File: src/wdg_pkg.sv
// Package for the count-source-protected watchdog: map, fields, reset values
package wdg_pkg;
    // AXI4-Lite geometry
    localparam int ADDR_W = 18;
    localparam int DATA_W = 32;
    // Register byte addresses
    localparam logic [ADDR_W-1:0] ADR_REFRESH = 18'h00000;
    localparam logic [ADDR_W-1:0] ADR_START = 18'h00004;
    localparam logic [ADDR_W-1:0] ADR_PROT_CTL = 18'h00008;
    localparam logic [ADDR_W-1:0] ADR_CLK_CTL1 = 18'h0000c;
    localparam logic [ADDR_W-1:0] ADR_PMODE1 = 18'h00010;
    localparam logic [ADDR_W-1:0] ADR_COUNT = 18'h00014;
    localparam logic [ADDR_W-1:0] ADR_IRQ_STAT = 18'h00018;
    localparam logic [ADDR_W-1:0] ADR_IRQ_MASK = 18'h0001c;
    // Option byte index as printed; byte address is four times it
    localparam logic [15:0] IDX_OPTION = 16'hffff;
    localparam logic [ADDR_W-1:0] ADR_OPTION = {IDX_OPTION, 2'b00};
    // Field positions
    localparam int OPT_START_BIT = 0;
    localparam int OPT_PROT_BIT = 7;
    localparam int PROT_EN_BIT = 7;
    localparam int CLK_STOP_MODE_BIT = 0;
    localparam int CLK_LOSC_STOP_BIT = 4;
    localparam int PM_UFLOW_ACT_BIT = 2;
    localparam int IRQ_UFLOW_BIT = 0;
    localparam int IRQ_RST_BIT = 1;
    localparam int IRQ_W = 2;
    // Refresh key sequence
    localparam logic [7:0] KEY_FIRST = 8'h00;
    localparam logic [7:0] KEY_SECOND = 8'hff;
    // Counter geometry and reload values
    localparam int CNT_W = 15;
    localparam logic [CNT_W-1:0] RELOAD_PROT = 15'h0fff;
    localparam logic [CNT_W-1:0] RELOAD_CPU = 15'h7fff;
    localparam int PRESC_DIV = 16;
    localparam int PRESC_W = 7;
    // Reset values
    localparam logic RST_STOP_MODE = 1'b0;
    localparam logic RST_LOSC_STOP = 1'b1;
    localparam logic RST_UFLOW_ACT = 1'b0;
    localparam logic [IRQ_W-1:0] RST_IRQ_MASK = 2'h0;
    // AXI responses
    localparam logic [1:0] RESP_OKAY = 2'b00;
    localparam logic [1:0] RESP_SLVERR = 2'b10;

    // Clock and power-mode controls driven toward the system
    typedef struct packed {
        logic prot_active;
        logic uflow_act;
        logic losc_stop;
        logic stop_req;
    } wdg_ctl_s;

    // Counter status shown to the system
    typedef struct packed {
        logic running;
        logic [CNT_W-1:0] count;
    } wdg_stat_s;
endpackage : wdg_pkg

File: src/wdg_top.sv
// Watchdog with count source protection and an AXI4-Lite register slave
// Behaviour
// - Protected mode counts low-speed oscillator ticks
// - One decrement per oscillator tick, 4096 period
// - Option one: wait for start register write
// - Option zero: start right after reset
// - Start option is option bit 0, read-only
// - Write 00h then FFh reinitialises counter
// - Protected count ignores wait; stop mode blocked
// - Protected underflow always requests device reset
// - Enabling loads 0FFFh, forces reset action
// - Enabling clears oscillator stop bit
// - Stop-mode bit writes ignored while protected
// - Oscillator stop bit writes ignored while protected
// - Protect option zero sets enable at reset
// - Unprotected underflow: interrupt or reset by bit
//
// The AXI4-Lite register port was decided locally.
`timescale 1ns/1ps
module wdg_top #(
    parameter int PRESC_DIV_P = wdg_pkg::PRESC_DIV
) (
    // Clock and reset
    input wire logic clk_sys,
    input wire logic resetn,
    // Flash option byte and system status
    input wire logic [7:0] option_byte,
    input wire logic losc_clk_in,
    input wire logic wait_mode,
    // Controls and events toward the system
    output wdg_pkg::wdg_ctl_s ctl,
    output wdg_pkg::wdg_stat_s stat,
    output logic wdt_reset_req,
    output logic irq,
    // AXI4-Lite write address
    input wire logic s_axi_awvalid,
    output logic s_axi_awready,
    input wire logic [wdg_pkg::ADDR_W-1:0] s_axi_awaddr,
    // AXI4-Lite write data
    input wire logic s_axi_wvalid,
    output logic s_axi_wready,
    input wire logic [wdg_pkg::DATA_W-1:0] s_axi_wdata,
    input wire logic [3:0] s_axi_wstrb,
    // AXI4-Lite write response
    output logic s_axi_bvalid,
    input wire logic s_axi_bready,
    output logic [1:0] s_axi_bresp,
    // AXI4-Lite read address
    input wire logic s_axi_arvalid,
    output logic s_axi_arready,
    input wire logic [wdg_pkg::ADDR_W-1:0] s_axi_araddr,
    // AXI4-Lite read data
    output logic s_axi_rvalid,
    input wire logic s_axi_rready,
    output logic [wdg_pkg::DATA_W-1:0] s_axi_rdata,
    output logic [1:0] s_axi_rresp
);
    import wdg_pkg::*;

    function automatic logic is_mapped(input logic [ADDR_W-1:0] a);
        is_mapped = (a == ADR_REFRESH) || (a == ADR_START) || (a == ADR_PROT_CTL) ||
                    (a == ADR_CLK_CTL1) || (a == ADR_PMODE1) || (a == ADR_COUNT) ||
                    (a == ADR_IRQ_STAT) || (a == ADR_IRQ_MASK) || (a == ADR_OPTION);
    endfunction : is_mapped

    // Write channel state
    logic aw_got_ff;
    logic w_got_ff;
    logic [ADDR_W-1:0] awaddr_ff;
    logic [7:0] wbyte_ff;
    logic wlane_ff;
    logic bvalid_ff;
    logic [1:0] bresp_ff;
    // Read channel state
    logic rvalid_ff;
    logic [DATA_W-1:0] rdata_ff;
    logic [1:0] rresp_ff;
    // Block state
    logic init_done_ff;
    logic [7:0] opt_ff;
    logic started_ff;
    logic prot_ff;
    logic stop_mode_ff;
    logic losc_stop_ff;
    logic uflow_act_ff;
    logic key_armed_ff;
    logic [CNT_W-1:0] cnt_ff;
    logic [PRESC_W-1:0] presc_ff;
    logic losc_prev_ff;
    logic rst_req_ff;
    logic [IRQ_W-1:0] irq_stat_ff;
    logic [IRQ_W-1:0] irq_mask_ff;

    // Write decode: the access happens once both halves are held
    wire aw_hs = s_axi_awvalid & s_axi_awready;
    wire w_hs = s_axi_wvalid & s_axi_wready;
    wire wr_fire = aw_got_ff & w_got_ff & ~bvalid_ff;
    wire wr_lane0 = wr_fire & wlane_ff;
    wire wr_refresh = wr_lane0 & (awaddr_ff == ADR_REFRESH);
    wire wr_start = wr_fire & (awaddr_ff == ADR_START);
    wire wr_prot = wr_lane0 & (awaddr_ff == ADR_PROT_CTL);
    wire wr_clk1 = wr_lane0 & (awaddr_ff == ADR_CLK_CTL1);
    wire wr_pm1 = wr_lane0 & (awaddr_ff == ADR_PMODE1);
    wire wr_istat = wr_lane0 & (awaddr_ff == ADR_IRQ_STAT);
    wire wr_imask = wr_lane0 & (awaddr_ff == ADR_IRQ_MASK);

    // protection forced on from option byte
    wire init_prot = ~init_done_ff & ~option_byte[OPT_PROT_BIT];
    // Enable is set by software or by the option byte; clearing is not possible until reset
    wire prot_set = init_prot | (wr_prot & wbyte_ff[PROT_EN_BIT] & ~prot_ff);
    wire prot_now = prot_ff | prot_set;

    // oscillator tick from synchronous oscillator input
    wire losc_tick = losc_clk_in & ~losc_prev_ff;
    wire cpu_tick = (presc_ff == PRESC_W'(PRESC_DIV_P - 1));
    // protected mode uses raw oscillator ticks, no prescaler
    wire cnt_tick = prot_ff ? losc_tick : cpu_tick;
    // wait stalls only the unprotected count
    wire cnt_run = started_ff & (prot_ff | ~wait_mode) & ~ctl.stop_req;
    wire underflow = cnt_run & cnt_tick & (cnt_ff == '0);
    wire key_done = wr_refresh & key_armed_ff & (wbyte_ff == KEY_SECOND);
    wire [CNT_W-1:0] reload_val = prot_now ? RELOAD_PROT : RELOAD_CPU;
    wire uflow_reset = underflow & (prot_ff | uflow_act_ff);
    wire uflow_irq = underflow & ~prot_ff & ~uflow_act_ff;

    wire [IRQ_W-1:0] irq_events = {uflow_reset, uflow_irq};
    wire [IRQ_W-1:0] irq_clr = wr_istat ? wbyte_ff[IRQ_W-1:0] : '0;
    // Set wins over a clear landing in the same cycle
    wire [IRQ_W-1:0] nxt_irq_stat = (irq_stat_ff & ~irq_clr) | irq_events;

    // Read decode
    wire ar_hs = s_axi_arvalid & s_axi_arready;
    wire rd_mapped = is_mapped(s_axi_araddr);
    logic [DATA_W-1:0] rd_mux;
    always_comb begin
        rd_mux = '0;
        unique case (s_axi_araddr)
            ADR_PROT_CTL: rd_mux[PROT_EN_BIT] = prot_ff;
            ADR_CLK_CTL1: begin
                rd_mux[CLK_STOP_MODE_BIT] = stop_mode_ff;
                rd_mux[CLK_LOSC_STOP_BIT] = losc_stop_ff;
            end
            ADR_PMODE1: rd_mux[PM_UFLOW_ACT_BIT] = uflow_act_ff;
            ADR_COUNT: rd_mux = {{(DATA_W-CNT_W-1){1'b0}}, started_ff, cnt_ff};
            ADR_IRQ_STAT: rd_mux[IRQ_W-1:0] = irq_stat_ff;
            ADR_IRQ_MASK: rd_mux[IRQ_W-1:0] = irq_mask_ff;
            ADR_OPTION: rd_mux[7:0] = opt_ff;
            default: rd_mux = '0;
        endcase
    end

    assign s_axi_awready = ~aw_got_ff & ~bvalid_ff;
    assign s_axi_wready = ~w_got_ff & ~bvalid_ff;
    assign s_axi_bvalid = bvalid_ff;
    assign s_axi_bresp = bresp_ff;
    assign s_axi_arready = ~rvalid_ff;
    assign s_axi_rvalid = rvalid_ff;
    assign s_axi_rdata = rdata_ff;
    assign s_axi_rresp = rresp_ff;

    // stop mode never reaches the system while protected
    assign ctl.stop_req = stop_mode_ff & ~prot_ff;
    assign ctl.losc_stop = losc_stop_ff;
    assign ctl.uflow_act = uflow_act_ff;
    assign ctl.prot_active = prot_ff;
    assign stat.running = started_ff;
    assign stat.count = cnt_ff;
    assign wdt_reset_req = rst_req_ff;
    assign irq = |(irq_stat_ff & irq_mask_ff);

    // Write address and data, taken in either order
    always_ff @(posedge clk_sys or negedge resetn) begin
        if (!resetn) begin
            aw_got_ff <= 1'b0;
            w_got_ff <= 1'b0;
            awaddr_ff <= '0;
            wbyte_ff <= '0;
            wlane_ff <= 1'b0;
        end else begin
            if (aw_hs) begin
                aw_got_ff <= 1'b1;
                awaddr_ff <= s_axi_awaddr;
            end
            if (w_hs) begin
                w_got_ff <= 1'b1;
                wbyte_ff <= s_axi_wdata[7:0];
                wlane_ff <= s_axi_wstrb[0];
            end
            if (wr_fire) begin
                aw_got_ff <= 1'b0;
                w_got_ff <= 1'b0;
            end
        end
    end

    // Write response
    always_ff @(posedge clk_sys or negedge resetn) begin
        if (!resetn) begin
            bvalid_ff <= 1'b0;
            bresp_ff <= RESP_OKAY;
        end else if (wr_fire) begin
            bvalid_ff <= 1'b1;
            bresp_ff <= is_mapped(awaddr_ff) ? RESP_OKAY : RESP_SLVERR;
        end else if (s_axi_bready) begin
            bvalid_ff <= 1'b0;
        end
    end

    // Read response
    always_ff @(posedge clk_sys or negedge resetn) begin
        if (!resetn) begin
            rvalid_ff <= 1'b0;
            rdata_ff <= '0;
            rresp_ff <= RESP_OKAY;
        end else if (ar_hs) begin
            rvalid_ff <= 1'b1;
            rdata_ff <= rd_mux;
            rresp_ff <= rd_mapped ? RESP_OKAY : RESP_SLVERR;
        end else if (s_axi_rready) begin
            rvalid_ff <= 1'b0;
        end
    end

    // Option byte caught on the first edge after reset release
    always_ff @(posedge clk_sys or negedge resetn) begin
        if (!resetn) begin
            init_done_ff <= 1'b0;
            opt_ff <= 8'hff;
        end else if (!init_done_ff) begin
            init_done_ff <= 1'b1;
            opt_ff <= option_byte;
        end
    end

    // Start control
    always_ff @(posedge clk_sys or negedge resetn) begin
        if (!resetn) begin
            started_ff <= 1'b0;
        end else if (!init_done_ff) begin
            // automatic start when option bit is zero
            started_ff <= ~option_byte[OPT_START_BIT];
        end else if (wr_start) begin
            started_ff <= 1'b1;
        end
    end

    // Protection enable and forced clock and mode bits
    always_ff @(posedge clk_sys or negedge resetn) begin
        if (!resetn) begin
            prot_ff <= 1'b0;
            stop_mode_ff <= RST_STOP_MODE;
            losc_stop_ff <= RST_LOSC_STOP;
            uflow_act_ff <= RST_UFLOW_ACT;
        end else begin
            if (prot_set) begin
                prot_ff <= 1'b1;
            end
            if (wr_clk1 && !prot_now) begin
                stop_mode_ff <= wbyte_ff[CLK_STOP_MODE_BIT];
            end
            if (wr_clk1 && !prot_now) begin
                losc_stop_ff <= wbyte_ff[CLK_LOSC_STOP_BIT];
            end
            if (prot_set) begin
                losc_stop_ff <= 1'b0;
            end
            if (wr_pm1 && !prot_now) begin
                uflow_act_ff <= wbyte_ff[PM_UFLOW_ACT_BIT];
            end
            if (prot_set) begin
                uflow_act_ff <= 1'b1;
            end
        end
    end

    // Refresh key: first byte arms, any other refresh write disarms
    always_ff @(posedge clk_sys or negedge resetn) begin
        if (!resetn) begin
            key_armed_ff <= 1'b0;
        end else if (wr_refresh) begin
            key_armed_ff <= (wbyte_ff == KEY_FIRST);
        end
    end

    // Count source edges and prescaler
    always_ff @(posedge clk_sys or negedge resetn) begin
        if (!resetn) begin
            losc_prev_ff <= 1'b0;
            presc_ff <= '0;
        end else begin
            losc_prev_ff <= losc_clk_in;
            if (cpu_tick || !cnt_run) begin
                presc_ff <= '0;
            end else begin
                presc_ff <= presc_ff + PRESC_W'(1);
            end
        end
    end

    // Down-counter
    always_ff @(posedge clk_sys or negedge resetn) begin
        if (!resetn) begin
            cnt_ff <= RELOAD_CPU;
        end else if (!init_done_ff && !option_byte[OPT_PROT_BIT]) begin
            // reset reinitialisation to full protected count
            cnt_ff <= RELOAD_PROT;
        end else if (prot_set || key_done || underflow) begin
            // reload on enable, refresh, or underflow
            cnt_ff <= reload_val;
        end else if (cnt_run && cnt_tick) begin
            cnt_ff <= cnt_ff - CNT_W'(1);
        end
    end

    // Reset request pulse and interrupt registers
    always_ff @(posedge clk_sys or negedge resetn) begin
        if (!resetn) begin
            rst_req_ff <= 1'b0;
            irq_stat_ff <= '0;
            irq_mask_ff <= RST_IRQ_MASK;
        end else begin
            // underflow while protected or with the reset action selected drives the device reset request
            rst_req_ff <= uflow_reset;
            irq_stat_ff <= nxt_irq_stat;
            if (wr_imask) begin
                irq_mask_ff <= wbyte_ff[IRQ_W-1:0];
            end
        end
    end
endmodule : wdg_top

File: config.mk
export PLATFORM = sky130hd
export DESIGN_NAME = wdg_top
export DESIGN_NICKNAME = d
export VERILOG_FILES = /design/src/wdg_pkg.sv /design/src/wdg_top.sv
export SDC_FILE = /design/constraint.sdc
export NUM_CORES = 1
export LEC_CHECK = 0
export ABC_AREA = 1
export BUFFER_PORTS_ARGS = -buffer_cell sky130_fd_sc_hd__buf_2
export CAP_MARGIN = 20
export CORE_AREA = 2 2 98 123
export DETAILED_ROUTE_END_ITERATION = 12
export DIE_AREA = 0 0 100 125
export PLACE_DENSITY = 0.7
export SLEW_MARGIN = 20
export SYNTH_ARGS = -nofsm -noshare
export SYNTH_HDL_FRONTEND = slang
export SYNTH_SLANG_ARGS = --single-unit
File: constraint.sdc
create_clock -name clk_sys -period 2.31 [get_ports clk_sys]
set_clock_uncertainty 0.15 [all_clocks]
set_input_delay 0.462 -clock clk_sys [delete_from_list [all_inputs] [get_ports clk_sys]]
set_output_delay 0.462 -clock clk_sys [all_outputs]
set_load 0.01 [all_outputs]
==> run summary <==
Status: complete, no violations
Clock Path Buffers: 2
Internal power: 3.21 mW
Number of synthesized flops with an enable pin: 0
Total Wirelength: 12.1 mm
Clock Latency Late Sink: 0.35 ns
Area of the core: 11500 um^2
Startpoint Class: register
WS Path Type: register to register
Sequential power share: 48.5%
CTS Root Cell: clkbuf_16
Io pins: 152
CP peak stage delay: 0.38 ns
Initial Util: 42.6%
Initial antenna violation count: 0
H-tree lvl count: 3
Top delay family on crit path: simple AND/OR/NAND/NOR gates
Fillers: 1104
Post-DP HPWL: 9.43 mm
Cell Area, Synth: 4880 um^2
Worst reg-to-reg setup slack: 0.28 ns
Crit-path slowest cell: dfstp_2
Most common cell after layout, fill and taps aside: nand2_1
Residual DRC: 0
Endpoint type of the worst setup path: register
Mux cell area share after synthesis: 4.15%
RD Place Congestion: 0.913
Setup WS post-layout: 0.277 ns
RSZ-0062 raised after global routing: no
#FFs+latches synth: 92
Grt total ovfl: 0
Reg2Reg Depth: 11
WL/cell: 14.4 um
Avg Synthesized Cell Area: 8.31 um^2
Xor/xnor share of the synthesized area: 0.717%
Max Slew Vio Count: 0
Top FF cell, synth: dfrtp_1
Fin crit share: 88.0%
Post-layout min period: 2.03 ns
Post-synthesis cell type count: 44
Vias in the first global route: 4350
Detailed Routing Iterations Pass 1: 5
Seq/Total Area, Yosys: 47.8%
Post-route setup TNS: 0 ns
Post-Synth Adder-Cell Area: 0.769%
Total GRT Usage: 20.1%
F_max: 492 MHz
Synth Area in Simple Gates: 28.9%
Final Non-Filler Cells: 841
P_sw: 1.49 mW
Measured slew at the worst slew-check pin: 0.703 ns
Antenna viol nets, final: 0
Die ar.: 12500 um^2
Number of port buffers: 106
Nets: 790
Maxcap violations: 0
Cells along the critical path: inv_1 -> ha_1 -> inv_1 -> nor2_1 -> nand3_1 -> nor3_1 -> nand3_2 -> nand3_2 -> nand2_2 -> nand3_1 -> nand2_1
Die Ht: 125 um
Cell count after synthesis: 588
Die X: 100 um
Final Setup Violations: 0
Most frequent cells in the layout: nand2_1 (123), buf_2 (105), nor2_1 (77)
Placed Cells: 824
WP data arrival: 2.16 ns
Ys async rst share: 100%
Hold depth: 1
Switching share of power: 31.7%
Relative slew slack: 53.0%
Largest net degree at the start of global routing: 45
CP max FO: 6
ANT cells: 0
Crit path depth: 11
Global-route wire length before repair: 20.0 mm
Clk network pwr share: 29.7%
Vias per Instance: 5.23
CP Data Required Time: 2.44 ns
Clock transition at the registers of the reported paths: 0.07 ns
Max VDD drop: 0.542 mV
Vias: 4400
CTS tree: built
Place WS: 0.204 ns
Fraction of layout instances using a drive strength above 1: 27.7%
Final hold violations: 0
Main combinational cell family by area after synthesis: simple AND/OR/NAND/NOR gates
CP Buf/Inv Count: 2
P&R area growth vs syn: 18.4%
CTS sink cnt: 92
Yosys warns: 0
Initial DRC count: 252
Row cnt: 44
Worst Hold Class: primary input to register
Comb pwr share: 21.9%
PD cells: 813 nW/um^2
CTS Buf Count: 9
Leakage power: 2.82 nW
Complex-gate fraction of the synthesized area: 8.22%
## final timing paths
check                                     to        start
max in group asynchronous       awaddr_ff[3]       resetn
worst max register to register    cnt_ff[13]    cnt_ff[0]
worst max-delay path              cnt_ff[13]    cnt_ff[0]
min in group asynchronous        presc_ff[0]       resetn
worst min-delay path            losc_prev_ff  losc_clk_in
worst min register to register     opt_ff[5]    opt_ff[5]
## registers in the layout, summed over array words and instances, names as in the netlist, 2 cells and up
name and flops:
awaddr_ff 18, s_axi_rdata 16, cnt_ff 15, opt_ff 8, wbyte_ff 8, presc_ff 7, irq_mask_ff 2, irq_stat_ff 2
## per-stage QoR
stage	instance area, um^2	util, %	hold slack (ns)	power (mW)
after CTS	5780	50.5	0.0810	4.76
after global routing	5780	50.5	0.0915	4.99
after detailed placement	5490	48.0	0.268	3.35
final	5780	50.5	0.0912	4.70
after global placement	5490	48.0	0.260	3.28
after floorplan	4950	-	0.0164	2.96
## power groups by stage
stage | clock network, mW | registers, mW | logic (mW)
after floorplan | 0 | 2.23 | 0.726
after global placement | 0 | 2.28 | 1.00
after detailed placement | 0 | 2.31 | 1.04
after CTS | 1.43 | 2.28 | 1.05
after global routing | 1.48 | 2.32 | 1.18
final | 1.39 | 2.28 | 1.03
## cell type report
cell class	instances	area (um^2)	area share, %
sequential	92	2330	40.3
timing repair buffer	113	601	10.4
multi-input combinational	419	2160	37.3
clock inverter	3	21.3	0.368
inverter	63	238	4.11
tap	138	173	2.99
clock buffer	13	260	4.50
## cell families (layout without fill, tap and decap cells)
kind of cell | count (synthesis) | in the layout
and+or+nand+nor | 310 | 310
buffers and inverters | 94 | 192
DFF | 92 | 92
AOI/OAI and AO/OA | 65 | 65
muxes | 18 | 18
xor gates and xnor gates | 4 | 4
adders and majority gates | 3 | 3
other | 2 | 19
## cell usage after synthesis (4+ instances only)
cell type / instances / share of area, %
nand4_1: 15 / 1.9
nor2_2: 7 / 0.90
nand3_1: 54 / 5.5
nor3_1: 12 / 1.2
a31oi_1: 5 / 0.64
inv_2: 5 / 0.38
mux2_2: 18 / 4.2
o211ai_1: 5 / 0.77
nor2_1: 77 / 5.9
buf_4: 22 / 3.4
buf_2: 4 / 0.41
o21ai_0: 21 / 2.2
xor2_1: 4 / 0.72
inv_1: 57 / 4.4
dfrtp_1: 68 / 35
o31ai_1: 9 / 1.4
a21oi_1: 18 / 1.8
dfstp_2: 24 / 13
nand2_1: 123 / 9.5
## timing repair
action | CTS | global route
endpoints found under the hold margin | 19 | 0
setup buffers | 0 | 0
hold buffers | 1 | 0
gates resized for setup | 0 | 0
## metal layers
| metal | part of all wire (%) | global-route usage, % | vias up |
|---|---|---|---|
| met2 | 51 | 35.3 | 175 |
| met3 | 5.6 | 3.63 | 36 |
| li1 | - | - | 2126 |
| met4 | 3.6 | 10.1 | 0 |
| met1 | 40 | 23.4 | 2063 |
| met5 | 0 | 0 | - |
Power figures use the tool's default switching activity.
